<file path="config.mk">
export PLATFORM = sky130hd
export DESIGN_NAME = pvsf_regs
export DESIGN_NICKNAME = d
export VERILOG_FILES = /design/src/logic/pvsf_pkg.sv /design/src/logic/pvsf_regs.sv
export SDC_FILE = /design/constraint.sdc
export NUM_CORES = 1
export LEC_CHECK = 0
export BUFFER_PORTS_ARGS = -buffer_cell sky130_fd_sc_hd__buf_2
export CORE_ASPECT_RATIO = 1.2
export CORE_UTILIZATION = 61
export CTS_CLUSTER_DIAMETER = 80
export DETAILED_ROUTE_END_ITERATION = 12
export PLACE_DENSITY_LB_ADDON = 0.15
export SYNTH_ARGS = -nofsm -noshare
export SYNTH_HDL_FRONTEND = slang
export SYNTH_SLANG_ARGS = --single-unit
</file>
<file path="constraint.sdc">
create_clock -name clk_sys -period 9.59 [get_ports clk_sys]
set_input_delay 0 -clock clk_sys [delete_from_list [all_inputs] [get_ports clk_sys]]
set_output_delay 0 -clock clk_sys [all_outputs]
set_load 0.02 [all_outputs]
</file>
<file path="src/logic/pvsf_pkg.sv">
`default_nettype none
package pvsf_pkg;
  // ==========================================
  // command codes
  localparam logic [7:0] CMD_LOOP_SCALE = 8'h29;
  localparam logic [7:0] CMD_VOUT_FLOOR = 8'h2b;
  localparam logic [7:0] CMD_FSW = 8'h33;
  localparam logic [7:0] CMD_INPUT_TURN_ON_THRESHOLD = 8'h35;
  // ==========================================
  // linear word fields
  localparam int EXP_HI = 15;
  localparam int EXP_LO = 11;
  localparam int MAN_HI = 10;
  localparam logic [4:0] LOOP_EXP_RST = 5'h19;
  localparam logic [4:0] FRAC_BIAS = 5'h10;
  localparam logic [10:0] FREQUENCY_MANTISSA_LIM = 11'h400;
  // ==========================================
  // decoded thresholds, 16 fraction bits
  localparam logic signed [47:0] Q_ZERO = 48'sh0;
  localparam logic signed [47:0] Q_EIGHTH = 48'sh2000;
  localparam logic signed [47:0] Q_QUARTER = 48'sh4000;
  localparam logic signed [47:0] Q_HALF = 48'sh8000;
  localparam logic signed [47:0] Q_ONE = 48'sh10000;
  localparam logic signed [47:0] INPUT_TURN_ON_THRESHOLD_LO = 48'sh28000;
  localparam logic signed [47:0] INPUT_TURN_ON_THRESHOLD_HI = 48'sh124000;
  // arbitrary plain bounds shared with the ceiling limit
  localparam logic [15:0] VOUT_LIM_LO = 16'h0000;
  localparam logic [15:0] VOUT_LIM_HI = 16'hb000;
  // ==========================================
  // divider codes
  localparam logic [1:0] DIV_EIGHTH = 2'h0;
  localparam logic [1:0] DIV_QUARTER = 2'h1;
  localparam logic [1:0] DIV_HALF = 2'h2;
  localparam logic [1:0] DIV_ONE = 2'h3;
  // ==========================================
  // frequency buckets in khz: exclusive upper bound, effective value
  localparam int FSW_N = 12;
  localparam logic [10:0] FSW_UB [FSW_N] = '{11'h0fa, 11'h12c, 11'h15e,
    11'h19a, 11'h1f4, 11'h258, 11'h2bc, 11'h334, 11'h3e8, 11'h4b0, 11'h578, 11'h672};
  localparam logic [10:0] FSW_EFF [FSW_N] = '{11'h0e1, 11'h113, 11'h145,
    11'h177, 11'h1c2, 11'h226, 11'h28a, 11'h2ee, 11'h384, 11'h44c, 11'h514, 11'h5dc};
  // ==========================================
  // carriers
  typedef struct packed {
    logic [15:0] input_turn_on_threshold;
    logic [15:0] fsw_khz;
    logic [15:0] vout_floor;
    logic [10:0] loop_man;
  } pvsf_nvm_t;
  typedef struct packed {
    logic none_above;
    logic vout;
    logic vout_minmax;
    logic cml_data;
  } pvsf_stat_t;
endpackage : pvsf_pkg
`default_nettype wire

</file>
<file path="src/logic/pvsf_regs.sv">
`timescale 1ns/1ps
`default_nettype none
// Summary of operation
// Scale and frequency reach hardware at once when idle, else after restore or supply cycle.
// Loop scale word sets the internal feedback divider.
// Loop scale is linear: exponent 15:11, mantissa 10:0, exponent resets 11001b.
// Divider picks 0.125, 0.25, 0.5 or 1.0 from decoded scale.
// Any in-range scale word is stored and read back unchanged.
// Reference scaling uses the stored scale word, not the divider factor.
// Out-of-range writes are refused, flag status and notify host.
// Output floor word is 16-bit unsigned; target never goes below it.
// Target below floor during conversion warns and clamps to floor.
// Warning sets none-of-above, vout and min/max status, notifies host.
// Reprogramming the floor above the target gives the same response.
// Floor word obeys the same valid bounds as the ceiling limit.
// Frequency word is linear khz and sets the channel frequency.
// Frequency exponent is generated at reset from the stored frequency.
// Decoded frequency maps to one of twelve effective frequency buckets.
// Host avoids frequencies above 1100 khz without external rail supply.
// Conversion starts when sensed input reaches the turn-on threshold.
// Linear words decode as signed mantissa times two to signed exponent.
module pvsf_regs (
  // clock and reset
  input wire logic clk_sys,
  input wire logic rst_b,
  // command port
  input wire logic cmd_wr,
  input wire logic cmd_rd,
  input wire logic [7:0] cmd_code,
  input wire logic [15:0] cmd_wdata,
  output logic [15:0] rd_data_r,
  output logic rd_ack_r,
  // converter side
  input wire logic conv_en,
  input wire logic nvm_restore,
  input wire logic analog_input_supply_cycle,
  input wire pvsf_pkg::pvsf_nvm_t nvm,
  input wire logic [15:0] target_req,
  input wire logic [15:0] vin_sense,
  input wire pvsf_pkg::pvsf_stat_t stat_clr,
  // hardware settings and status
  output logic [1:0] div_sel_r,
  output logic [15:0] loop_hw_r,
  output logic [10:0] fsw_eff_r,
  output logic [15:0] target_r,
  output logic conv_start_r,
  output pvsf_pkg::pvsf_stat_t stat_r,
  output logic notify_r
);
  // ==========================================
  // decode helpers
  function automatic logic signed [47:0] lin_fix(input logic [15:0] w);
    logic signed [47:0] m;
    logic [4:0] e;
    m = {{37{w[pvsf_pkg::MAN_HI]}}, w[pvsf_pkg::MAN_HI:0]};
    e = w[pvsf_pkg::EXP_HI:pvsf_pkg::EXP_LO] + pvsf_pkg::FRAC_BIAS;
    lin_fix = m <<< e;
  endfunction : lin_fix

  function automatic logic [1:0] div_of(input logic [15:0] w);
    logic signed [47:0] v;
    v = lin_fix(w);
    if (v <= pvsf_pkg::Q_EIGHTH) div_of = pvsf_pkg::DIV_EIGHTH;
    else if (v <= pvsf_pkg::Q_QUARTER) div_of = pvsf_pkg::DIV_QUARTER;
    else if (v <= pvsf_pkg::Q_HALF) div_of = pvsf_pkg::DIV_HALF;
    else div_of = pvsf_pkg::DIV_ONE;
  endfunction : div_of

  function automatic logic [10:0] fsw_map(input logic [15:0] w);
    logic signed [47:0] v;
    v = lin_fix(w);
    fsw_map = pvsf_pkg::FSW_EFF[pvsf_pkg::FSW_N-1];
    // scan downward so the lowest matching bucket wins
    for (int i = pvsf_pkg::FSW_N - 1; i >= 0; i--) begin
      if (v < $signed({21'h0, pvsf_pkg::FSW_UB[i], 16'h0})) fsw_map = pvsf_pkg::FSW_EFF[i];
    end
  endfunction : fsw_map

  function automatic logic valid_of(input logic [7:0] c, input logic [15:0] w);
    logic signed [47:0] v;
    v = lin_fix(w);
    case (c)
      pvsf_pkg::CMD_LOOP_SCALE: valid_of = (v > pvsf_pkg::Q_ZERO) && (v <= pvsf_pkg::Q_ONE);
      pvsf_pkg::CMD_VOUT_FLOOR: valid_of = (w >= pvsf_pkg::VOUT_LIM_LO) &&
                                           (w <= pvsf_pkg::VOUT_LIM_HI);
      pvsf_pkg::CMD_FSW: valid_of = (v > pvsf_pkg::Q_ZERO) &&
                         (v < $signed({21'h0, pvsf_pkg::FSW_UB[pvsf_pkg::FSW_N-1], 16'h0}));
      pvsf_pkg::CMD_INPUT_TURN_ON_THRESHOLD: valid_of = (v >= pvsf_pkg::INPUT_TURN_ON_THRESHOLD_LO) && (v <= pvsf_pkg::INPUT_TURN_ON_THRESHOLD_HI);
      default: valid_of = 1'b0;
    endcase
  endfunction : valid_of

  // ==========================================
  // stored command words
  logic load_r, load_nxt;
  logic [15:0] loop_r, loop_nxt;
  logic [15:0] floor_r, floor_nxt;
  logic [15:0] fsw_r, fsw_nxt;
  logic [15:0] input_turn_on_threshold_r, input_turn_on_threshold_nxt;
  logic wr_bad;
  logic [15:0] fsw_boot;

  always_comb begin
    // exponent picked so the nvm khz figure fits an 11-bit signed mantissa
    if (nvm.fsw_khz[10:0] >= pvsf_pkg::FREQUENCY_MANTISSA_LIM || nvm.fsw_khz[15:11] != 5'h0) begin
      fsw_boot = {5'h01, nvm.fsw_khz[11:1]};
    end else begin
      fsw_boot = {5'h00, nvm.fsw_khz[10:0]};
    end
  end

  always_comb begin
    load_nxt = 1'b0;
    loop_nxt = loop_r;
    floor_nxt = floor_r;
    fsw_nxt = fsw_r;
    input_turn_on_threshold_nxt = input_turn_on_threshold_r;
    wr_bad = 1'b0;
    if (load_r || nvm_restore) begin
      loop_nxt = {pvsf_pkg::LOOP_EXP_RST, nvm.loop_man};
      floor_nxt = nvm.vout_floor;
      fsw_nxt = fsw_boot;
      input_turn_on_threshold_nxt = nvm.input_turn_on_threshold;
    end else if (cmd_wr) begin
      if (!valid_of(cmd_code, cmd_wdata)) begin
        wr_bad = 1'b1;
      end else begin
        case (cmd_code)
          pvsf_pkg::CMD_LOOP_SCALE: loop_nxt = cmd_wdata;
          pvsf_pkg::CMD_VOUT_FLOOR: floor_nxt = cmd_wdata;
          pvsf_pkg::CMD_FSW: fsw_nxt = cmd_wdata;
          pvsf_pkg::CMD_INPUT_TURN_ON_THRESHOLD: input_turn_on_threshold_nxt = cmd_wdata;
          default: wr_bad = 1'b1;
        endcase
      end
    end
  end

  always_ff @(posedge clk_sys) begin
    if (!rst_b) begin
      // nvm contents are taken one cycle after release, not under reset
      load_r <= 1'b1;
      loop_r <= {pvsf_pkg::LOOP_EXP_RST, 11'h0};
      floor_r <= 16'h0;
      fsw_r <= 16'h0;
      input_turn_on_threshold_r <= 16'h0;
    end else begin
      load_r <= load_nxt;
      loop_r <= loop_nxt;
      floor_r <= floor_nxt;
      fsw_r <= fsw_nxt;
      input_turn_on_threshold_r <= input_turn_on_threshold_nxt;
    end
  end

  // ==========================================
  // hardware copies
  logic hw_apply;
  logic apply_r, apply_nxt;
  logic [1:0] div_sel_nxt;
  logic [15:0] loop_hw_nxt;
  logic [10:0] fsw_eff_nxt;

  always_comb begin
    // reloaded words land one cycle before the plant takes them, else stale words apply
    apply_nxt = load_r || nvm_restore;
    // while converting, writes sit in the register but the plant keeps its setting
    hw_apply = !conv_en || analog_input_supply_cycle || apply_r;
    div_sel_nxt = div_sel_r;
    loop_hw_nxt = loop_hw_r;
    fsw_eff_nxt = fsw_eff_r;
    if (hw_apply) begin
      div_sel_nxt = div_of(loop_r);
      loop_hw_nxt = loop_r;
      fsw_eff_nxt = fsw_map(fsw_r);
    end
  end

  always_ff @(posedge clk_sys) begin
    if (!rst_b) begin
      apply_r <= 1'b0;
      div_sel_r <= pvsf_pkg::DIV_ONE;
      loop_hw_r <= 16'h0;
      fsw_eff_r <= 11'h0;
    end else begin
      apply_r <= apply_nxt;
      div_sel_r <= div_sel_nxt;
      loop_hw_r <= loop_hw_nxt;
      fsw_eff_r <= fsw_eff_nxt;
    end
  end

  // ==========================================
  // floor clamp, status, start and readback
  logic below, below_r, below_nxt;
  logic [15:0] target_nxt;
  logic conv_start_nxt;
  pvsf_pkg::pvsf_stat_t stat_nxt;
  logic notify_nxt;
  logic [15:0] rd_data_nxt;

  always_comb begin
    below = conv_en && (target_req < floor_r);
    below_nxt = below;
    target_nxt = (target_req < floor_r) ? floor_r : target_req;
    if (below) target_nxt = floor_r;
    conv_start_nxt = lin_fix(vin_sense) >= lin_fix(input_turn_on_threshold_r);
    // a set in the clearing cycle survives
    stat_nxt = stat_r & ~stat_clr;
    notify_nxt = 1'b0;
    if (below && !below_r) begin
      stat_nxt.none_above = 1'b1;
      stat_nxt.vout = 1'b1;
      stat_nxt.vout_minmax = 1'b1;
      notify_nxt = 1'b1;
    end
    if (wr_bad) begin
      stat_nxt.cml_data = 1'b1;
      notify_nxt = 1'b1;
    end
    case (cmd_code)
      pvsf_pkg::CMD_LOOP_SCALE: rd_data_nxt = loop_r;
      pvsf_pkg::CMD_VOUT_FLOOR: rd_data_nxt = floor_r;
      pvsf_pkg::CMD_FSW: rd_data_nxt = fsw_r;
      pvsf_pkg::CMD_INPUT_TURN_ON_THRESHOLD: rd_data_nxt = input_turn_on_threshold_r;
      default: rd_data_nxt = 16'h0;
    endcase
    if (!cmd_rd) rd_data_nxt = rd_data_r;
  end

  always_ff @(posedge clk_sys) begin
    if (!rst_b) begin
      below_r <= 1'b0;
      target_r <= 16'h0;
      conv_start_r <= 1'b0;
      stat_r <= '0;
      notify_r <= 1'b0;
      rd_data_r <= 16'h0;
      rd_ack_r <= 1'b0;
    end else begin
      below_r <= below_nxt;
      target_r <= target_nxt;
      conv_start_r <= conv_start_nxt;
      stat_r <= stat_nxt;
      notify_r <= notify_nxt;
      rd_data_r <= rd_data_nxt;
      rd_ack_r <= cmd_rd;
    end
  end
endmodule : pvsf_regs
`default_nettype wire

</file>
==> results.yml <==
synthesis:
  synth_simple_gate_area_share_pct: 19.7
  syn_area_um2: 12300
  synth.yosys.seq_area_share_pct: 21.9
  syn_nets: 1794
  synthArstFlopShare_pct: 0
  synth_ff_type: "dfxtp_1"
  syn_area_per_cell_um2: 7.66
  ys.warnings.count: 0
  yosys.area_share.adder_pct: 5.86
  synth_xor_area_share_pct: 0.0709
  synthCells: 1611
  synth-edff-count: 0
  ys_types: 85
  synth_compound_area_share_pct: 26.6
  ys_seq_elements: 135
  synth_top_family_by_area: "compound AO/OA/AOI/OAI gates"
  synth_mux_area_share_pct: 20.0
global_routing:
  grt_usage_pct: 40.4
  grt_first_pass_wirelength_um: 66300
  grt_start_max_net_pins: 106
  grt_overflow: 0
  grt_pass1_vias: 12800
  antenna_found_initial: 4
clock_network:
  cts.clk_slew.worst_paths_ns: 0.06
  cts_tree: "built"
  cts_resized: 0
  cts.sinks: 135
  root_buffer: "clkbuf_16"
  post_cts.repair.setup_buffers: 0
  clk_latency_ns: 0.43
  htree_levels: 4
  cts_inserted_buffers: 17
  clk_path_buf_depth: 2
detailed_routing:
  vias: 13600
  first_pass_iters: 9
  viasPerCell: 6.64
  wl_per_cell_um: 20.7
  wirelength_um: 42500
  postRouteAntennaNets: 0
  drc: 0
  dr.first_iter.drc_count: 1543
timing:
  maxSlewHeadroom_pct: 16.6
  period_needed_ns: 4.52
  setup_viol: 0
  fin_tns_setup_ns: 0
  rsz0062_at_grt: "no"
  drv_slew: 0
  period_share_pct: 47.1
  max_freq_mhz: 221
  worstMarginPinSlew_ns: 1.25
  hold_viol_final: 0
  hold_slack_ns: 0.00873
  skew_ns: 0.0101
  setup_ws_ns: 5.07
status:
  status: "finished, final reports clean"
finish:
  fillerInstances: 1505
  regArea_um2: 2700
  area_delta_synth_final_pct: 17.7
  fin_cells: 2055
  nets: 1960
  layout-drive-gt1-share_pct: 18.2
  multiInputGateArea_um2: 8930
  final_cell_area_um2: 14500
floorplan:
  num_io_pins: 194
  die_h_um: 158
  start_util_pct: 62.7
  coreArea_um2: 19700
  die_x_um: 132
  die_area_um2: 20800
  rows: 56
worst_setup_path:
  path_buf_inv: 1
  arrival_ns: 4.77
  critPathSlowestCell: "buf_2"
  worstPathCellList: "buf_2, mux4_2, mux2i_1, nand3_1, a2111oi_2, a31oi_1, or4_4, o2111ai_4, o221a_4, or2_2, mux2i_1, a21oi_1"
  max_stage_delay_ns: 0.63
  crit_family: "compound AO/OA/AOI/OAI gates"
  end_kind: "flop"
  start_kind: "input port"
  crit_top_cell: "mux2i_1"
  critPathKind: "in -> reg"
  crit_required_ns: 9.84
  cp_max_fo: 41
pwr:
  peakVddDrop_mv: 0.133
  p_leak_uw: 0.00623
  p_per_area_nw_per_um2: 131
run:
  maxCapViolCount: 0
place:
  dp.cells: 1942
  gp_congestion: 1.02
  placed_cell_area_um2: 13200
  dp_slack_ns: 4.88
  port_buffers: 193
  dpl.hpwl_um: 28700
hold_path:
  hold_path.class: "in -> reg"
layout make-up:
type                       count  area share [%]
antenna                        4          0.0689
sequential                   135            18.6
tap                          261            2.25
multi-input combinational   1300            61.5
clock buffer                  17            2.93
clock inverter                15            1.13
inverter                      44            1.14
timing repair buffer         279            12.4
path summary, 6_finish.rpt:
path              slack [ns]          start       endpoint  depth (start not counted)
setup / recovery        5.07  cmd_wdata[12]    floor_r[11]                         12
hold / removal         0.009        nvm[30]       fsw_r[2]                          4
setup reg to reg        5.19      fsw_r[11]   fsw_eff_r[9]                         11
hold reg to reg         0.45  loop_hw_r[11]  loop_hw_r[11]                          2
Yosys cell counts (4+ instances only):
cell type,n,area share [%]
o21ai_0,134,5.4
a21boi_0,5,0.30
a21oi_1,164,6.6
inv_1,40,1.2
o31ai_1,10,0.61
buf_2,12,0.49
o21bai_1,4,0.24
buf_4,5,0.30
nand2_1,181,5.5
nand4_1,11,0.56
a31oi_1,18,0.91
o21a_1,13,0.79
a222oi_1,16,1.3
mux2_2,38,3.5
o2bb2ai_1,5,0.35
a211o_1,5,0.35
nand3_1,19,0.77
mux2i_1,145,12
nand3b_1,5,0.30
o31a_1,5,0.35
mux4_2,25,4.6
nor3b_1,7,0.43
a32o_1,5,0.41
o32ai_1,4,0.28
buf_1,10,0.30
nor2b_1,33,1.7
a211oi_1,7,0.43
nand2b_1,23,1.2
clkbuf_1,100,3.0
and2_1,16,0.81
a21o_1,34,2.1
or3_1,8,0.41
o211ai_1,10,0.61
or4_1,7,0.43
dfxtp_1,135,22
ha_1,57,5.8
nor2_1,142,4.3
and3_1,6,0.30
or2_2,9,0.46
nor3_1,22,0.89
a22oi_1,12,0.73
buf_6,4,0.36
nor4_1,12,0.61
o22ai_1,21,1.1
o221ai_1,5,0.35
sequential cells by signal, summed over array words and instances (netlist names), 2 cells and up:
register	cells
floor_r	16
target_r	16
input_turn_on_threshold_r	16
fsw_eff_r	11
rd_data_r	16
loop_r	16
loop_hw_r	16
div_sel_r	2
fsw_r	16
stat_r	4
kinds of logic (layout without fill, tap and decap cells):
kind of cell | after synthesis | count (layout)
multiplexers | 209 | 209
AND/OR/NAND/NOR | 515 | 515
XOR/XNOR | 1 | 1
AO/OA/AOI/OAI | 517 | 517
buffers and inverters | 176 | 355
other | 0 | 4
flip-flops | 135 | 135
adder cells (fa/ha/maj) | 58 | 58
power by group:
group | total [µW] | internal, µW | switching (µW)
combinational | 586 | 243 | 343
clock | 664 | 388 | 275
sequential | 648 | 598 | 50.1
total | 1900 | 1230 | 668
repair_timing:
action / 4_1_cts / 5_1_grt
endpoints found under the hold margin: 73 / 0
hold buffers: 77 / 0
setup endpoints to repair: 0 / 0
tightest hold or removal path: stages:
cell and delay [ns]:
buf_2 0.09, mux2_2 0.14, o21ai_0 0.07, a21oi_1 0.10
metal layers:
layer	share of wire (%)	vias to the layer above	GRT usage, %
li1	-	6299	-
met1	38	6289	47.2
met2	47	821	66.8
met3	8.4	239	7.91
met4	7.2	0	29.0
met5	0	-	0
cells in the final DEF (no fill, tap or decap), types with 13 or more instances in the layout:
cell,instances
nand3_1,19
nand2_1,181
nand2b_1,23
clkbuf_16,17
a222oi_1,16
dfxtp_1,135
a21o_1,34
o21ai_0,134
ha_1,57
nor2_1,141
mux2_2,38
o22ai_1,21
mux2i_1,145
dlygate4sd3_1,77
buf_2,193
nor2b_1,33
and2_1,16
inv_1,40
mux4_2,25
nor3_1,21
a21oi_1,164
o21a_1,13
a31oi_1,18
per-stage QoR:
stage	util, %	power (µW)
after global placement	66.8	1180
after global routing	73.8	1980
after detailed placement	66.8	1190
after floorplan	-	1030
final	73.8	1900
after CTS	73.7	1870
No activity file was read; power rests on OpenSTA's default activity.
